**config.mk**
```make
export PLATFORM = sky130hd
export DESIGN_NAME = link_host_ctrl
export DESIGN_NICKNAME = d
export VERILOG_FILES = /design/src/hdl/link_host_pkg.sv /design/src/hdl/cmd_fifo_if.sv /design/src/hdl/link_host_ctrl.sv /design/src/hdl/cmd_fifo.sv
export SDC_FILE = /design/constraint.sdc
export NUM_CORES = 1
export LEC_CHECK = 0
export BUFFER_PORTS_ARGS = -buffer_cell sky130_fd_sc_hd__buf_2
export CORE_MARGIN = 2
export CORE_UTILIZATION = 39
export CTS_BUF_LIST = sky130_fd_sc_hd__clkbuf_16
export CTS_CLUSTER_DIAMETER = 40
export DETAILED_ROUTE_END_ITERATION = 8
export GPL_TIMING_DRIVEN = 0
export SLEW_MARGIN = 0
export SYNTH_ARGS = -nofsm -noshare
export SYNTH_HDL_FRONTEND = slang
export SYNTH_SLANG_ARGS = --single-unit
```
**constraint.sdc**
```tcl
create_clock -name CLK_I -period 4.35 [get_ports CLK_I]
set_input_delay 0.2175 -clock CLK_I [delete_from_list [all_inputs] [get_ports CLK_I]]
set_output_delay 0.2175 -clock CLK_I [all_outputs]
set_load 0.02 [all_outputs]
```
**src/hdl/link_host_pkg.sv**
```systemverilog
package link_host_pkg;
    // ascii characters framing a block
    localparam logic [7:0] CHAR_CR = 8'h0D;
    localparam logic [7:0] CHAR_STAR = 8'h2A;
    localparam logic [7:0] CHAR_AT = 8'h40;
    localparam logic [7:0] CHAR_ZERO = 8'h30;
    localparam logic [7:0] CHAR_O = 8'h4F;
    localparam logic [7:0] CHAR_F = 8'h46;
    // frame sizes in characters, frame checksum and terminator included
    localparam logic [7:0] FIRST_FRAME_MAX = 8'h83;
    localparam logic [7:0] LATER_FRAME_MAX = 8'h80;
    localparam logic [7:0] FRAME_TAIL = 8'h04;
    localparam logic [7:0] FIRST_FRAME_HEAD = 8'h03;
    localparam logic [7:0] WORD_CHARS = 8'h04;
    localparam logic [10:0] REPLY_BLOCK_MAX = 11'h45B;
    localparam logic [10:0] RX_CNT_MAX = 11'h7FF;
    // port select codes
    localparam logic [1:0] PORT_TWO = 2'h2;
    // command buffer shape
    localparam int CMD_FIFO_WIDTH = 10;
    localparam int CMD_FIFO_DEPTH = 16;

    typedef enum logic [3:0] {
        TX_IDLE = 4'h0,
        TX_AT = 4'h1,
        TX_N1 = 4'h2,
        TX_N2 = 4'h3,
        TX_TEXT = 4'h4,
        TX_FH = 4'h5,
        TX_FL = 4'h6,
        TX_STAR = 4'h7,
        TX_CR = 4'h8,
        TX_WAIT_ACK = 4'h9,
        TX_WAIT_RSP = 4'hA
    } tx_state_t;

    function automatic logic [7:0] hex_ascii(input logic [3:0] nib);
        hex_ascii = (nib < 4'hA) ? (8'h30 + {4'h0, nib}) : (8'h37 + {4'h0, nib});
    endfunction : hex_ascii
endpackage : link_host_pkg

```
**src/hdl/cmd_fifo_if.sv**
```systemverilog
`timescale 1ns/1ns
`default_nettype none
interface cmd_fifo_if #(parameter int WIDTH = 10);
    logic [WIDTH-1:0] in_data;
    logic in_valid;
    logic in_ready;
    logic [WIDTH-1:0] out_data;
    logic out_valid;
    logic out_ready;
    modport store (input in_data, in_valid, out_ready, output in_ready, out_data, out_valid);
    modport user (output in_data, in_valid, out_ready, input in_ready, out_data, out_valid);
endinterface : cmd_fifo_if
`default_nettype wire

```
**src/hdl/link_host_ctrl.sv**
```systemverilog
// Notes on behaviour
// - all link traffic is ascii, hex numbers
// - host starts every legacy exchange
// - next command only after response terminator
// - node digits 00 on port1, switch on port2
// - frames: first 131, later 128 characters
// - CR ends inner frames, star CR last
// - no data word split across frames
// - next frame only after unit's CR
// - checksum is XOR, two hex digits
// - address unit by node number
// - unit may send command; right then returns
// - host reply swaps addresses, C0, 00, 02; code sends @, node digits, then the user text unchanged
// - host reply block at most 1115 characters; code sends longer ones and raises LEN_ERR_O
`timescale 1ns/1ns
`default_nettype none
module link_host_ctrl (
    // clock and reset
    input wire logic CLK_I,
    input wire logic SRST_I,
    // command text from the user
    input wire logic [7:0] CMD_DATA_I,
    input wire logic CMD_LAST_I,
    input wire logic CMD_WORD_END_I,
    input wire logic CMD_VALID_I,
    output logic CMD_READY_O,
    input wire logic CMD_REPLY_I,
    // unit addressing
    input wire logic [1:0] PORT_SEL_I,
    input wire logic [7:0] NODE_SW_I,
    // link characters
    output logic [7:0] TX_DATA_O,
    output logic TX_VALID_O,
    input wire logic TX_READY_I,
    input wire logic [7:0] RX_DATA_I,
    input wire logic RX_VALID_I,
    // received blocks and status
    output logic [7:0] RSP_DATA_O,
    output logic RSP_VALID_O,
    output logic RSP_END_O,
    output logic RSP_ERR_O,
    output logic UNIT_CMD_O,
    output logic LEN_ERR_O,
    output logic BUSY_O
);
    cmd_fifo_if #(.WIDTH(link_host_pkg::CMD_FIFO_WIDTH)) fq ();

    cmd_fifo #(
        .WIDTH(link_host_pkg::CMD_FIFO_WIDTH),
        .DEPTH(link_host_pkg::CMD_FIFO_DEPTH)
    ) u_fifo (
        .clk_i(CLK_I),
        .srst_i(SRST_I),
        .f(fq.store)
    );

    assign fq.in_data = {CMD_LAST_I, CMD_WORD_END_I, CMD_DATA_I};
    assign fq.in_valid = CMD_VALID_I;
    assign CMD_READY_O = fq.in_ready;

    logic [7:0] node_hi, node_lo;
    always_comb begin
        if (PORT_SEL_I == link_host_pkg::PORT_TWO) begin
            node_hi = link_host_pkg::hex_ascii(NODE_SW_I[7:4]);
            node_lo = link_host_pkg::hex_ascii(NODE_SW_I[3:0]);
        end else begin
            node_hi = link_host_pkg::CHAR_ZERO;
            node_lo = link_host_pkg::CHAR_ZERO;
        end
    end

    // receive side state
    logic [10:0] rx_cnt_reg, rx_cnt_next;
    logic [7:0] rx_xor_reg, rx_xor_next, h1_reg, h1_next, h2_reg, h2_next;
    logic star_reg, star_next, bad_reg, bad_next;
    logic hdr_o_reg, hdr_o_next, hdr_f_reg, hdr_f_next;
    logic [7:0] rsp_data_reg, rsp_data_next;
    logic rsp_valid_reg, rsp_valid_next, rsp_end_reg, rsp_end_next;
    logic rsp_err_reg, rsp_err_next, unit_cmd_reg, unit_cmd_next;
    logic ack_seen;
    logic [7:0] rx_fcs;

    always_comb begin
        rx_cnt_next = rx_cnt_reg;
        rx_xor_next = rx_xor_reg;
        h1_next = h1_reg;
        h2_next = h2_reg;
        star_next = star_reg;
        bad_next = bad_reg;
        hdr_o_next = hdr_o_reg;
        hdr_f_next = hdr_f_reg;
        rsp_data_next = rsp_data_reg;
        rsp_valid_next = 1'b0;
        rsp_end_next = 1'b0;
        rsp_err_next = 1'b0;
        unit_cmd_next = 1'b0;
        ack_seen = 1'b0;
        // the last two text characters are the checksum, so undo them
        rx_fcs = rx_xor_reg ^ h1_reg ^ h2_reg;
        if (RX_VALID_I) begin
            if (RX_DATA_I == link_host_pkg::CHAR_CR) begin
                if (star_reg) begin
                    rsp_end_next = 1'b1;
                    rsp_err_next = bad_reg || (rx_cnt_reg < 11'h005)
                        || (h2_reg != link_host_pkg::hex_ascii(rx_fcs[7:4]))
                        || (h1_reg != link_host_pkg::hex_ascii(rx_fcs[3:0]));
                    unit_cmd_next = hdr_o_reg && hdr_f_reg;
                end else if (rx_cnt_reg == '0) begin
                    ack_seen = 1'b1;
                end else begin
                    rsp_end_next = 1'b1;
                    rsp_err_next = 1'b1;
                end
                if (star_reg || rx_cnt_reg != '0) begin
                    rx_cnt_next = '0;
                    rx_xor_next = '0;
                    h1_next = '0;
                    h2_next = '0;
                    star_next = 1'b0;
                    bad_next = 1'b0;
                    hdr_o_next = 1'b0;
                    hdr_f_next = 1'b0;
                end
            end else if (RX_DATA_I == link_host_pkg::CHAR_STAR) begin
                bad_next = bad_reg || star_reg;
                star_next = 1'b1;
            end else begin
                rx_xor_next = rx_xor_reg ^ RX_DATA_I;
                h2_next = h1_reg;
                h1_next = RX_DATA_I;
                rsp_data_next = RX_DATA_I;
                rsp_valid_next = 1'b1;
                if (rx_cnt_reg != link_host_pkg::RX_CNT_MAX) begin
                    rx_cnt_next = rx_cnt_reg + 11'h001;
                end
                unique case (rx_cnt_reg)
                    11'h000: bad_next = star_reg || (RX_DATA_I != link_host_pkg::CHAR_AT);
                    11'h001: bad_next = bad_reg || (RX_DATA_I != node_hi);
                    11'h002: bad_next = bad_reg || (RX_DATA_I != node_lo);
                    11'h003: hdr_o_next = (RX_DATA_I == link_host_pkg::CHAR_O);
                    11'h004: hdr_f_next = (RX_DATA_I == link_host_pkg::CHAR_F);
                    default: bad_next = bad_reg || star_reg;
                endcase
            end
        end
    end

    always_ff @(posedge CLK_I) begin
        if (SRST_I) begin
            rx_cnt_reg <= '0;
            rx_xor_reg <= '0;
            h1_reg <= '0;
            h2_reg <= '0;
            star_reg <= 1'b0;
            bad_reg <= 1'b0;
            hdr_o_reg <= 1'b0;
            hdr_f_reg <= 1'b0;
            rsp_data_reg <= '0;
            rsp_valid_reg <= 1'b0;
            rsp_end_reg <= 1'b0;
            rsp_err_reg <= 1'b0;
            unit_cmd_reg <= 1'b0;
        end else begin
            rx_cnt_reg <= rx_cnt_next;
            rx_xor_reg <= rx_xor_next;
            h1_reg <= h1_next;
            h2_reg <= h2_next;
            star_reg <= star_next;
            bad_reg <= bad_next;
            hdr_o_reg <= hdr_o_next;
            hdr_f_reg <= hdr_f_next;
            rsp_data_reg <= rsp_data_next;
            rsp_valid_reg <= rsp_valid_next;
            rsp_end_reg <= rsp_end_next;
            rsp_err_reg <= rsp_err_next;
            unit_cmd_reg <= unit_cmd_next;
        end
    end

    // transmit side state
    link_host_pkg::tx_state_t st_reg, st_next;
    logic [7:0] tx_data_reg, tx_data_next, tx_xor_reg, tx_xor_next;
    logic tx_valid_reg, tx_valid_next;
    logic [7:0] fcnt_reg, fcnt_next;
    logic [10:0] blk_reg, blk_next;
    logic first_reg, first_next, term_reg, term_next, reply_reg, reply_next;
    logic len_err_reg, len_err_next;
    logic can_load, emit, add_x;
    logic [7:0] ch, limit;

    always_comb begin
        st_next = st_reg;
        tx_data_next = tx_data_reg;
        tx_xor_next = tx_xor_reg;
        fcnt_next = fcnt_reg;
        blk_next = blk_reg;
        first_next = first_reg;
        term_next = term_reg;
        reply_next = reply_reg;
        len_err_next = 1'b0;
        can_load = !tx_valid_reg || TX_READY_I;
        tx_valid_next = tx_valid_reg && !TX_READY_I;
        emit = 1'b0;
        add_x = 1'b0;
        ch = '0;
        fq.out_ready = 1'b0;
        limit = (first_reg ? link_host_pkg::FIRST_FRAME_MAX : link_host_pkg::LATER_FRAME_MAX)
            - link_host_pkg::FRAME_TAIL;
        unique case (st_reg)
            link_host_pkg::TX_IDLE: begin
                if (fq.out_valid && rx_cnt_reg == '0 && !star_reg) begin
                    reply_next = CMD_REPLY_I;
                    tx_xor_next = '0;
                    fcnt_next = link_host_pkg::FIRST_FRAME_HEAD;
                    first_next = 1'b1;
                    blk_next = '0;
                    st_next = link_host_pkg::TX_AT;
                end
            end
            link_host_pkg::TX_AT: begin
                if (can_load) begin
                    emit = 1'b1;
                    add_x = 1'b1;
                    ch = link_host_pkg::CHAR_AT;
                    st_next = link_host_pkg::TX_N1;
                end
            end
            link_host_pkg::TX_N1: begin
                if (can_load) begin
                    emit = 1'b1;
                    add_x = 1'b1;
                    ch = node_hi;
                    st_next = link_host_pkg::TX_N2;
                end
            end
            link_host_pkg::TX_N2: begin
                if (can_load) begin
                    emit = 1'b1;
                    add_x = 1'b1;
                    ch = node_lo;
                    st_next = link_host_pkg::TX_TEXT;
                end
            end
            link_host_pkg::TX_TEXT: begin
                fq.out_ready = can_load;
                if (can_load && fq.out_valid) begin
                    emit = 1'b1;
                    add_x = 1'b1;
                    ch = fq.out_data[7:0];
                    fcnt_next = fcnt_reg + 8'h01;
                    if (fq.out_data[9]) begin
                        term_next = 1'b1;
                        st_next = link_host_pkg::TX_FH;
                    end else if (fcnt_next == limit || (fq.out_data[8]
                        && fcnt_next >= limit - link_host_pkg::WORD_CHARS)) begin
                        term_next = 1'b0;
                        st_next = link_host_pkg::TX_FH;
                    end
                end
            end
            link_host_pkg::TX_FH: begin
                if (can_load) begin
                    emit = 1'b1;
                    ch = link_host_pkg::hex_ascii(tx_xor_reg[7:4]);
                    st_next = link_host_pkg::TX_FL;
                end
            end
            link_host_pkg::TX_FL: begin
                if (can_load) begin
                    emit = 1'b1;
                    ch = link_host_pkg::hex_ascii(tx_xor_reg[3:0]);
                    st_next = term_reg ? link_host_pkg::TX_STAR : link_host_pkg::TX_CR;
                end
            end
            link_host_pkg::TX_STAR: begin
                if (can_load) begin
                    emit = 1'b1;
                    ch = link_host_pkg::CHAR_STAR;
                    st_next = link_host_pkg::TX_CR;
                end
            end
            link_host_pkg::TX_CR: begin
                if (can_load) begin
                    emit = 1'b1;
                    ch = link_host_pkg::CHAR_CR;
                    len_err_next = reply_reg && term_reg
                        && (blk_reg >= link_host_pkg::REPLY_BLOCK_MAX);
                    if (!term_reg) begin
                        st_next = link_host_pkg::TX_WAIT_ACK;
                    end else if (reply_reg) begin
                        st_next = link_host_pkg::TX_IDLE;
                    end else begin
                        st_next = link_host_pkg::TX_WAIT_RSP;
                    end
                end
            end
            link_host_pkg::TX_WAIT_ACK: begin
                if (ack_seen) begin
                    tx_xor_next = '0;
                    fcnt_next = '0;
                    first_next = 1'b0;
                    st_next = link_host_pkg::TX_TEXT;
                end
            end
            link_host_pkg::TX_WAIT_RSP: begin
                if (rsp_end_next) begin
                    st_next = link_host_pkg::TX_IDLE;
                end
            end
            default: begin
                st_next = link_host_pkg::TX_IDLE;
            end
        endcase
        if (emit) begin
            tx_data_next = ch;
            tx_valid_next = 1'b1;
            if (blk_reg != link_host_pkg::RX_CNT_MAX) begin
                blk_next = blk_reg + 11'h001;
            end
        end
        if (add_x) begin
            tx_xor_next = tx_xor_reg ^ ch;
        end
    end

    always_ff @(posedge CLK_I) begin
        if (SRST_I) begin
            st_reg <= link_host_pkg::TX_IDLE;
            tx_data_reg <= '0;
            tx_valid_reg <= 1'b0;
            tx_xor_reg <= '0;
            fcnt_reg <= '0;
            blk_reg <= '0;
            first_reg <= 1'b0;
            term_reg <= 1'b0;
            reply_reg <= 1'b0;
            len_err_reg <= 1'b0;
        end else begin
            st_reg <= st_next;
            tx_data_reg <= tx_data_next;
            tx_valid_reg <= tx_valid_next;
            tx_xor_reg <= tx_xor_next;
            fcnt_reg <= fcnt_next;
            blk_reg <= blk_next;
            first_reg <= first_next;
            term_reg <= term_next;
            reply_reg <= reply_next;
            len_err_reg <= len_err_next;
        end
    end

    logic busy_reg;
    always_ff @(posedge CLK_I) begin
        if (SRST_I) begin
            busy_reg <= 1'b0;
        end else begin
            busy_reg <= (st_next != link_host_pkg::TX_IDLE);
        end
    end

    assign TX_DATA_O = tx_data_reg;
    assign TX_VALID_O = tx_valid_reg;
    assign RSP_DATA_O = rsp_data_reg;
    assign RSP_VALID_O = rsp_valid_reg;
    assign RSP_END_O = rsp_end_reg;
    assign RSP_ERR_O = rsp_err_reg;
    assign UNIT_CMD_O = unit_cmd_reg;
    assign LEN_ERR_O = len_err_reg;
    assign BUSY_O = busy_reg;
endmodule : link_host_ctrl
`default_nettype wire

```
**src/hdl/cmd_fifo.sv**
```systemverilog
`timescale 1ns/1ns
`default_nettype none
module cmd_fifo #(
    parameter int WIDTH = 10,
    parameter int DEPTH = 16
) (
    // clock and reset
    input wire logic clk_i,
    input wire logic srst_i,
    // both sides
    cmd_fifo_if.store f
);
    localparam int AW = $clog2(DEPTH);
    localparam logic [AW:0] FULL_CNT = AW'(0) + (AW+1)'(DEPTH);

    logic [WIDTH-1:0] mem [DEPTH];
    logic [AW-1:0] wr_ptr_reg, wr_ptr_next, rd_ptr_reg, rd_ptr_next;
    logic [AW:0] cnt_reg, cnt_next;
    logic not_full_reg, not_full_next;
    logic out_valid_reg, out_valid_next;
    logic [WIDTH-1:0] out_data_reg;
    logic push, pop, load_out;

    // read data leave through a register so the memory stays a plain array
    always_comb begin
        push = f.in_valid && not_full_reg;
        pop = out_valid_reg && f.out_ready;
        load_out = (cnt_reg != '0) && (!out_valid_reg || pop);
        wr_ptr_next = push ? wr_ptr_reg + AW'(1) : wr_ptr_reg;
        rd_ptr_next = load_out ? rd_ptr_reg + AW'(1) : rd_ptr_reg;
        cnt_next = cnt_reg + (AW+1)'(push) - (AW+1)'(load_out);
        not_full_next = (cnt_next != FULL_CNT);
        out_valid_next = load_out ? 1'b1 : (pop ? 1'b0 : out_valid_reg);
    end

    always_ff @(posedge clk_i) begin
        if (srst_i) begin
            wr_ptr_reg <= '0;
            rd_ptr_reg <= '0;
            cnt_reg <= '0;
            not_full_reg <= 1'b0;
            out_valid_reg <= 1'b0;
        end else begin
            wr_ptr_reg <= wr_ptr_next;
            rd_ptr_reg <= rd_ptr_next;
            cnt_reg <= cnt_next;
            not_full_reg <= not_full_next;
            out_valid_reg <= out_valid_next;
        end
    end

    always_ff @(posedge clk_i) begin
        if (push) begin
            mem[wr_ptr_reg] <= f.in_data;
        end
        if (load_out) begin
            out_data_reg <= mem[rd_ptr_reg];
        end
    end

    assign f.in_ready = not_full_reg;
    assign f.out_valid = out_valid_reg;
    assign f.out_data = out_data_reg;
endmodule : cmd_fifo
`default_nettype wire

```
Yosys cells after proc, flatten, opt, wreduce, memory -nomap -nowiden
Memory sizes are Yosys's and may differ from the RTL's. A register that Yosys moved wholly into a read port is not among the register bits. Cells that the tools add are included.

Register bits after elaboration: 111. Bits in writable memories: 160. Output and inout bits: 24. Memories: 1.

Add/subtract/negate cells: 21. $lt $le $gt $ge: 9. Eq/ne operators: 36. Multiplexer cells: 94. Bitwise logic cells: 10. Reduce and logical (&&, ||, !) cells: 59.

Memories: u_fifo.mem (words 16, width 10, read ports 1, clocked after memory_dff 1, wr ports 1, RTL line cmd_fifo.sv:16) `logic [WIDTH-1:0] mem [DEPTH];`.

Operators with widths (number): $mux 8 (15); $mux 11 (8); $add 6x4->7 const A (12); $mux 7 (11); $mux 4 (17); $pmux 8 s8 (1); $pmux 4 s11 (1); $mux 1 (33); $xor 8x8->8 (4); $lt 4x4->1 const B (6); $pmux 8 s3 (1); $add 11x1->11 const B (2); $eq 11x2->1 const B (2); $ne 11x11->1 const B (2); $reduce_and 3->1 (7); $eq 4x3->1 const B (4); $eq 8x7->1 const B (2); $ne 8x7->1 (2); $ne 8x8->1 (2); $pmux 8 s2 (1); $reduce_and 4->1 (4); $sub 8x3->8 const B (2); $reduce_bool 2->1 (7); $eq 4x4->1 const B (3); 40 further kinds (80).

Longest topological paths before layout
Gate-level depths: netlist of run 1.

Depth in word-level cells: 11. Gate-level depth with buffers: 15. Depth with buffers taken out: 15.

Hierarchy
Synthesis of run 1 repeated with hierarchy kept, for this count alone.

Cell total of the unflattened synthesis: 1143. Area total of the unflattened synthesis: 13180.1 um2.

By module, submodules not included: cmd_fifo (instances 1, cells each 403, area an instance 7292.0 um2, seq. area each 5405.2 um2); link_host_ctrl (instances 1, cells each 740, area an instance 5888.1 um2, seq. area each 1921.8 um2).

Worst setup path after synthesis of run 1
Ideal clock, no wire load.

Path type: reg2reg. Start: register st_reg[0]. End: register u_fifo.cnt_reg[4]. Library setup time: 0.115 ns. Arrival time: 3.328 ns. Data required time: 4.235 ns. Slack: 0.907 ns. Stages on the path, launching flop included: 16. Cells stage by stage: dfxtp_1 > buf_2 > nor4b_2 > nand2_1 > a21oi_1 > ha_1 > inv_1 > ha_1 > inv_1 > fa_1 > inv_1 > a21oi_1 > nor2_1 > nor2_1 > xnor2_1 > and2_1.

Word-level cells in the longest chain between the ends: 6.

Ends and longest elaborated chain: start, declared (RTL line link_host_ctrl.sv:181) `link_host_pkg::tx_state_t st_reg, st_next;`; start signal, assigned (RTL line link_host_ctrl.sv:328) `st_reg <= link_host_pkg::TX_IDLE;`; start signal, assigned (RTL line link_host_ctrl.sv:339) `st_reg <= st_next;`; $eq 4x3->1 (RTL line link_host_ctrl.sv:209) `unique case (st_reg)`; $mux 1 (RTL line link_host_ctrl.sv:209); $logic_and 1x1->1 (RTL line cmd_fifo.sv:27) `pop = out_valid_reg && f.out_ready;`; $logic_or 1x1->1 (RTL line cmd_fifo.sv:28) `load_out = (cnt_reg != '0) && (!out_valid_reg || pop);`; $logic_and 1x1->1 (RTL line cmd_fifo.sv:28); net u_fifo.load_out (RTL line cmd_fifo.sv:22) `logic push, pop, load_out;`; $sub 5x1->5 (RTL line cmd_fifo.sv:31) `cnt_next = cnt_reg + (AW+1)'(push) - (AW+1)'(load_out);`; end signal, assigned (RTL line cmd_fifo.sv:46) `cnt_reg <= cnt_next;`; end, declared (RTL line cmd_fifo.sv:18) `logic [AW:0] cnt_reg, cnt_next;`.

The timed path passes the listed nets, and every way through them passes these cells. A chain may end at the register's enable or synchronous reset.

Worst setup path after layout of run 1
Start: register st_reg[0]. End: register u_fifo.not_full_reg (netlist: u_fifo.f.in_ready).

Word-level cells in the longest chain between the ends: 7.

Ends and longest elaborated chain: $eq 4x3->1 (RTL line link_host_ctrl.sv:209); $mux 1 (RTL line link_host_ctrl.sv:209); $logic_and 1x1->1 (RTL line cmd_fifo.sv:27); $logic_or 1x1->1 (RTL line cmd_fifo.sv:28); $logic_and 1x1->1 (RTL line cmd_fifo.sv:28); net u_fifo.load_out (RTL line cmd_fifo.sv:22); $sub 5x1->5 (RTL line cmd_fifo.sv:31); $ne 5x5->1 (RTL line cmd_fifo.sv:32) `not_full_next = (cnt_next != FULL_CNT);`; end signal, assigned (RTL line cmd_fifo.sv:47) `not_full_reg <= not_full_next;`; end, declared (RTL line cmd_fifo.sv:19) `logic not_full_reg, not_full_next;`.

The timed path passes the listed nets, and every way through them passes these cells.

==> results.sh, run 1 <==
export IMPL_cp_buffers_inverters=4
export IMPL_required_ps=4740
export IMPL_tns_ps=0
export IMPL_hp_class="input port to flip-flop"
export IMPL_fin_skew_ps=17.4
export IMPL_synth_xor_area_share_pct=4.84
export IMPL_portBuffers=56
export IMPL_slew_violations=0
export IMPL_cts_sinks=281
export IMPL_clk_insertion_delay_late_ps=540
export IMPL_cts_tree="done"
export IMPL_tightest_slew_ps=1030
export IMPL_place_inst=1585
export IMPL_num_vias=9178
export IMPL_drive_above_1_share_pct=17.0
export IMPL_synth_edff_count=170
export IMPL_ys_types=87
export IMPL_synth_warnings=0
export IMPL_grt_pass1_wl_um=50700
export IMPL_die_w_um=187
export IMPL_syn_to_final_growth_pct=16.3
export IMPL_max_stage_delay_ps=750
export IMPL_critPathArrivalTime_ps=4230
export IMPL_post_route_util_pct=45.6
export IMPL_cp_startpoint="st_reg[0]$_SDFF_PP0_"
export IMPL_synth_compound_area_share_pct=10.6
export IMPL_diodes=0
export IMPL_hold_start="RX_DATA_I[0]"
export IMPL_coreArea_mm2=0.0333
export IMPL_die_h_um=187
export IMPL_ant_nets=0
export IMPL_syn_area_mm2=0.0131
export IMPL_synth_top_family_by_area="simple AND/OR/NAND/NOR gates"
export IMPL_reg2reg_from="st_reg[0]$_SDFF_PP0_"
export IMPL_hold_violations=0
export IMPL_synth_seq_cells=281
export IMPL_nets=1240
export IMPL_crit_top_cell="inv_1"
export IMPL_grt_usage_pct=18.5
export IMPL_synth_async_reset_ratio_pct=0
export IMPL_antenna_found_initial=1
export IMPL_rsz0062_at_grt="no"
export IMPL_status="completed"
export IMPL_cts_htree_levels=2
export IMPL_max_slew_margin_rel_pct=31.3
export IMPL_fillers=3050
export IMPL_rows=67
export IMPL_postCtsSetupBuffers=0
export IMPL_drc_errors=0
export IMPL_maxCapViolCount=0
export IMPL_dr_pass1_iters=5
export IMPL_vias_per_cell=5.53
export IMPL_cts_buffer_depth=3
export IMPL_avgSynthCellArea_um2=12.1
export IMPL_dieArea_mm2=0.0350
export IMPL_floorplan_initialDensity_pct=39.2
export IMPL_seqCellArea_mm2=0.00733
export IMPL_io_pins=58
export IMPL_largest_reg_flops=160
export IMPL_fmax_ghz=0.260
export IMPL_netlist_instances=1081
export IMPL_worstSetupPathType="flip-flop to flip-flop"
export IMPL_ir_drop_mv=0.373
export IMPL_synthFlopType="edfxtp_1"
export IMPL_clockRootBuffer="clkbuf_16"
export IMPL_timing_final_crit_period_ps=3840
export IMPL_cts_buffers=40
export IMPL_finalCritPeriodShare_pct=88.3
export IMPL_timing_critical_path_cells="buf_2 -> nor4b_2 -> nand2_1 -> a21oi_2 -> ha_1 -> inv_1 -> ha_1 -> inv_1 -> fa_1 -> inv_1 -> a21oi_1 -> nor2_1 -> nor2_1 -> xnor2_1 -> a31oi_1"
export IMPL_cp_end_kind="flip-flop"
export IMPL_grt_overflow_total=0
export IMPL_syn_nets=1141
export IMPL_ys_seq_area_share_pct=56.1
export IMPL_gp_congestion=0.889
export IMPL_routedWlPerCell_um=19.5
export IMPL_setup_viol_count_final=0
export IMPL_worstSetupStartpointType="flip-flop"
export IMPL_worstPathMaxFanout=15
export IMPL_p_leak_nw=5.22
export IMPL_drtIter0Drc=806
export IMPL_instances_no_fill=1659
export IMPL_cpMaxStageDelayCell="nor4b_2"
export IMPL_grt_max_degree=17
export IMPL_synthMuxAreaShare_pct=9.66
export IMPL_clk_pin_slew_ps=50
export IMPL_hpwl_um=22800
export IMPL_multiInputGateArea_mm2=0.00542
export IMPL_drt_wl_total_um=32400
export IMPL_yosys_area_share_simple_pct=13.6
export IMPL_power_density_mw_per_mm2=532
export IMPL_synth_fa_ha_area_share_pct=2.55
export IMPL_cpLargestDelayFamily="simple AND/OR/NAND/NOR gates"
export IMPL_grt_pass1_vias=8837
-- final cells by class --
type	instances	area share (%)
Inverter	37	0.915
Buffer	48	1.28
Sequential cell	281	48.3
Clock buffer	42	6.92
Clock inverter	31	1.30
Multi-Input combinational cell	715	35.7
Tap cell	448	3.69
Timing Repair Buffer	57	1.91
-- report_power, final --
group | total (mW) | internal (mW) | switching [mW]
logic | 1.88 | 0.807 | 1.07
clock network | 3.01 | 1.77 | 1.24
registers | 3.19 | 3.04 | 0.143
total | 8.08 | 5.62 | 2.46
-- metrics by stage --
| step | hold WS (ps) | power (mW) | worst slack [ps] | area, um2 |
|---|---|---|---|---|
| 6_report | 58.5 | 8.08 | 507 | 15200 |
| 5_1_grt | 68.2 | 8.43 | 149 | 15200 |
| 4_1_cts | 39.4 | 8.14 | 450 | 15200 |
| 3_5_place_dp | 445 | 5.13 | 1.94 | 13900 |
| 3_3_place_gp | 438 | 5.10 | 29.9 | 13900 |
| 2_1_floorplan | 316 | 4.54 | 907 | 13100 |
-- tightest hold or removal path: stages --
cell and delay [ps]:
buf_2 160, nand2_1 100, a21oi_1 60
-- worst paths after layout --
check,to,slack (ps),cells past startpoint
worst max-delay path,u_fifo.f.in_ready$_SDFF_PP0_,510,15
worst min-delay path,h1_reg[0]$_SDFFE_PP0P_,60,3
worst max register to register,u_fifo.f.in_ready$_SDFF_PP0_,510,15
worst min register to register,RSP_DATA_O[6]$_SDFFE_PP0P_,450,2
-- kinds of logic after synthesis --
logic type / after synthesis
AO/OA/AOI/OAI: 213
XOR/XNOR: 59
adder cells (fa/ha/maj): 26
buffers and inverters: 85
flip-flops: 281
multiplexers: 63
AND/OR/NAND/NOR: 354
-- timing repair --
item / in CTS / in global routing
hold buffers: 1 / 0
hold endpoints to repair: 1 / 0
resized for setup: 1 / 0
endpoints found under the setup margin: 1 / 0
-- layer usage --
layer | share of wire (%) | wire [um] | track usage, % | up-vias
met5 | 0 | 0 | 0 | -
met4 | 2.4 | 782 | 5.77 | 0
met3 | 5.8 | 1880 | 3.04 | 63
met2 | 47 | 15300 | 29.8 | 309
met1 | 45 | 14400 | 25.7 | 4508
li1 | - | - | - | 4298
-- cell usage in the layout, fill, tap and decap left out, types with 31 or more instances in the layout --
cell type / netlist / layout
nand2_1: 88 / 88
dfxtp_1: 111 / 111
buf_2: 11 / 67
clkbuf_16: 0 / 42
clkbuf_1: 31 / 31
edfxtp_1: 170 / 170
a21oi_1: 72 / 71
inv_1: 35 / 40
nor2_1: 107 / 107
mux4_2: 50 / 50
-- Yosys cell counts (9+ instances only) --
master / instances / area share, %
dfxtp_1: 111 / 17
xnor2_1: 30 / 2.0
nand2_1: 88 / 2.5
ha_1: 25 / 2.4
nand2b_1: 12 / 0.57
xor2_1: 21 / 1.4
mux4_2: 50 / 8.6
clkbuf_1: 31 / 0.89
or3_1: 12 / 0.57
buf_2: 11 / 0.42
o21ai_0: 29 / 1.1
edfxtp_1: 170 / 39
nor2_1: 107 / 3.1
nand3_1: 27 / 1.0
nand4_1: 14 / 0.67
nor3_1: 22 / 0.84
and2_1: 9 / 0.43
nor2b_1: 13 / 0.62
mux2i_1: 9 / 0.69
inv_1: 35 / 1.0
a22oi_1: 13 / 0.75
a21oi_1: 72 / 2.8
a31oi_1: 12 / 0.57
a211oi_1: 9 / 0.52
No activity file was read; power rests on OpenSTA's default activity.
==> run 2: changes to the inputs <==
--- a/config.mk
+++ b/config.mk
@@ -6,12 +6,12 @@
 export NUM_CORES = 1
 export LEC_CHECK = 0
 export BUFFER_PORTS_ARGS = -buffer_cell sky130_fd_sc_hd__buf_2
-export CORE_MARGIN = 2
-export CORE_UTILIZATION = 39
+export CORE_UTILIZATION = 56
 export CTS_BUF_LIST = sky130_fd_sc_hd__clkbuf_16
 export CTS_CLUSTER_DIAMETER = 40
 export DETAILED_ROUTE_END_ITERATION = 8
 export GPL_TIMING_DRIVEN = 0
+export PLACE_DENSITY = 0.76
 export SLEW_MARGIN = 0
 export SYNTH_ARGS = -nofsm -noshare
 export SYNTH_HDL_FRONTEND = slang
==> constraint.sdc (replaced) <==
create_clock -name CLK_I -period 3.35 [get_ports CLK_I]
set_input_delay 0.1675 -clock CLK_I [delete_from_list [all_inputs] [get_ports CLK_I]]
set_output_delay 0.1675 -clock CLK_I [all_outputs]
set_load 0.02 [all_outputs]
==> results.sh, run 2 (same netlist as run 1, synthesis figures left out) <==
export IMPL_status="completed"
export IMPL_clockRootBuffer="clkbuf_16"
export IMPL_antenna_found_initial=0
export IMPL_clk_insertion_delay_late_ps=530
export IMPL_required_ps=3720
export IMPL_io_pins=58
export IMPL_slew_violations=0
export IMPL_dieArea_mm2=0.0239
export IMPL_cts_buffers=39
export IMPL_die_h_um=155
export IMPL_floorplan_initialDensity_pct=57.3
export IMPL_coreArea_mm2=0.0228
export IMPL_gp_congestion=0.936
export IMPL_whs_ps=14.3
export IMPL_power_density_mw_per_mm2=703
export IMPL_max_stage_delay_ps=730
export IMPL_ant_nets=0
export IMPL_routedWlPerCell_um=21.6
export IMPL_nets=1241
export IMPL_critPathArrivalTime_ps=3500
export IMPL_ir_drop_mv=0.597
export IMPL_rrSetupSlack_ps=220
export IMPL_rsz0062_at_grt="no"
export IMPL_final_common_cell="edfxtp_1"
export IMPL_drt_wl_total_um=32900
export IMPL_cp_end_kind="flip-flop"
export IMPL_grt_pass1_wl_um=51000
export IMPL_grt_max_degree=17
export IMPL_syn_to_final_growth_pct=15.4
export IMPL_cts_tree="done"
export IMPL_largest_reg_flops=160
export IMPL_setup_slack_ps=225
export IMPL_worstSetupPathType="flip-flop to flip-flop"
export IMPL_most_common_layout_cells="edfxtp_1 (170), dfxtp_1 (111), nor2_1 (107)"
export IMPL_vias_per_cell=6.13
export IMPL_maxCapViolCount=0
export IMPL_cts_htree_levels=2
export IMPL_grt_overflow_total=0
export IMPL_fin_skew_ps=23.5
export IMPL_timing_critical_path_cells="inv_1 -> ha_1 -> nor4b_1 -> a21oi_4 -> ha_1 -> inv_1 -> ha_1 -> inv_1 -> fa_1 -> inv_1 -> a21oi_1 -> nor2_1 -> nor2_1 -> xnor2_1 -> a31oi_1"
export IMPL_hold_violations=0
export IMPL_drive_above_1_share_pct=17.0
export IMPL_cts_sinks=281
export IMPL_cpLargestDelayFamily="adder cells"
export IMPL_dp_slack_ps=-473
export IMPL_setup_viol_count_final=0
export IMPL_portBuffers=56
export IMPL_worstSetupStartpointType="flip-flop"
export IMPL_cp_buffers_inverters=4
export IMPL_p_leak_nw=5.25
export IMPL_hp_class="input port to flip-flop"
export IMPL_max_slew_margin_rel_pct=24.3
export IMPL_grt_pass1_vias=9110
export IMPL_tightest_slew_ps=1130
export IMPL_diodes=0
export IMPL_num_vias=9336
export IMPL_crit_top_cell="inv_1"
export IMPL_post_route_util_pct=66.1
export IMPL_final_area_mm2=0.0151
export IMPL_clk_pin_slew_ps=50
export IMPL_finalCritPeriodShare_pct=93.3
export IMPL_fmax_ghz=0.320
export IMPL_drc_errors=0
export IMPL_die_w_um=155
export IMPL_dr_pass1_iters=5
export IMPL_drtIter0Drc=884
export IMPL_grt_usage_pct=28.4
export IMPL_worstPathMaxFanout=2
export IMPL_timing_final_crit_period_ps=3130
export IMPL_cts_buffer_depth=3
export IMPL_cpMaxStageDelayCell="nor4b_1"
export IMPL_post_dp_cell_area_mm2=0.0137
export IMPL_hpwl_um=22200
export IMPL_rows=55
run 2: cell count changes in the layout (fill, tap and decap cells not counted):
cell           previous run  this run
bufinv_16                 0         3
clkinvlp_4                5         2
clkbuf_16                42        40
clkinv_4                  1         3
a21oi_2                   2         1
a21oi_4                   0         1
buf_4                     0         1
clkinv_1                  7         6
dlygate4sd3_1             1         2
inv_6                     6         5
nor4b_2                   2         1
nor4b_4                   0         1
run 2: metrics by stage:
| stage | setup TNS (ps) | power (mW) | cells |
|---|---|---|---|
| final | 0 | 10.6 | 1524 |
| after global routing | 0 | 11.0 | 1524 |
| after CTS | 0 | 10.6 | 1524 |
| after detailed placement | -1220 | 6.61 | 1450 |
| after global placement | -642 | 6.55 | 1450 |
| after floorplan | 0 | 5.90 | 1081 |
run 2: metal layers:
metal	track usage, %	vias up	wire, um
li1	-	4298	-
met1	35.8	4542	13200
met2	48.9	407	16200
met3	4.43	89	2300
met4	12.0	0	1230
met5	0	-	0
run 2: path summary, 6_finish.rpt:
check / start / end / depth (start not counted)
setup / recovery: u_fifo.cnt_reg[2]$_SDFF_PP0_ / u_fifo.f.in_ready$_SDFF_PP0_ / 15
hold reg to reg: TX_DATA_O[7]$_SDFFE_PP0P_ / TX_DATA_O[7]$_SDFFE_PP0P_ / 2
setup reg to reg: u_fifo.cnt_reg[2]$_SDFF_PP0_ / u_fifo.f.in_ready$_SDFF_PP0_ / 15
hold / removal: RX_DATA_I[0] / RSP_DATA_O[0]$_SDFFE_PP0P_ / 3
run 2: area by class of cell:
class	count	area, um2
fillers	1699	7710
flip-flops and latches	281	7330
multi-input cells	715	5440
clock buffers	40	1000
well taps	313	392
repair buffers	59	308
clock inverters	31	270
plain buffers	48	194
inverters	37	139
run 2: power by group:
group / internal [mW] / switching (mW) / total (mW) / leakage, nW
clock network: 2.43 / 1.57 / 3.99 / 0.642
logic: 1.06 / 1.40 / 2.47 / 2.16
registers: 3.95 / 0.186 / 4.14 / 2.44
total: 7.44 / 3.16 / 10.6 / 5.25
run 2: tightest hold or removal path, cell delays in order:
cell and delay (ps):
buf_2 160, nand2_1 100, a21oi_1 60
run 2: what timing repair did:
| action | 4_1_cts | 5_1_grt |
|---|---|---|
| hold endpoints to repair | 3 | 0 |
| buffers inserted | 1 | 0 |
| endpoints found under the setup margin | 5 | 0 |
| gates resized for setup | 2 | 0 |
| hold buffers | 2 | 0 |
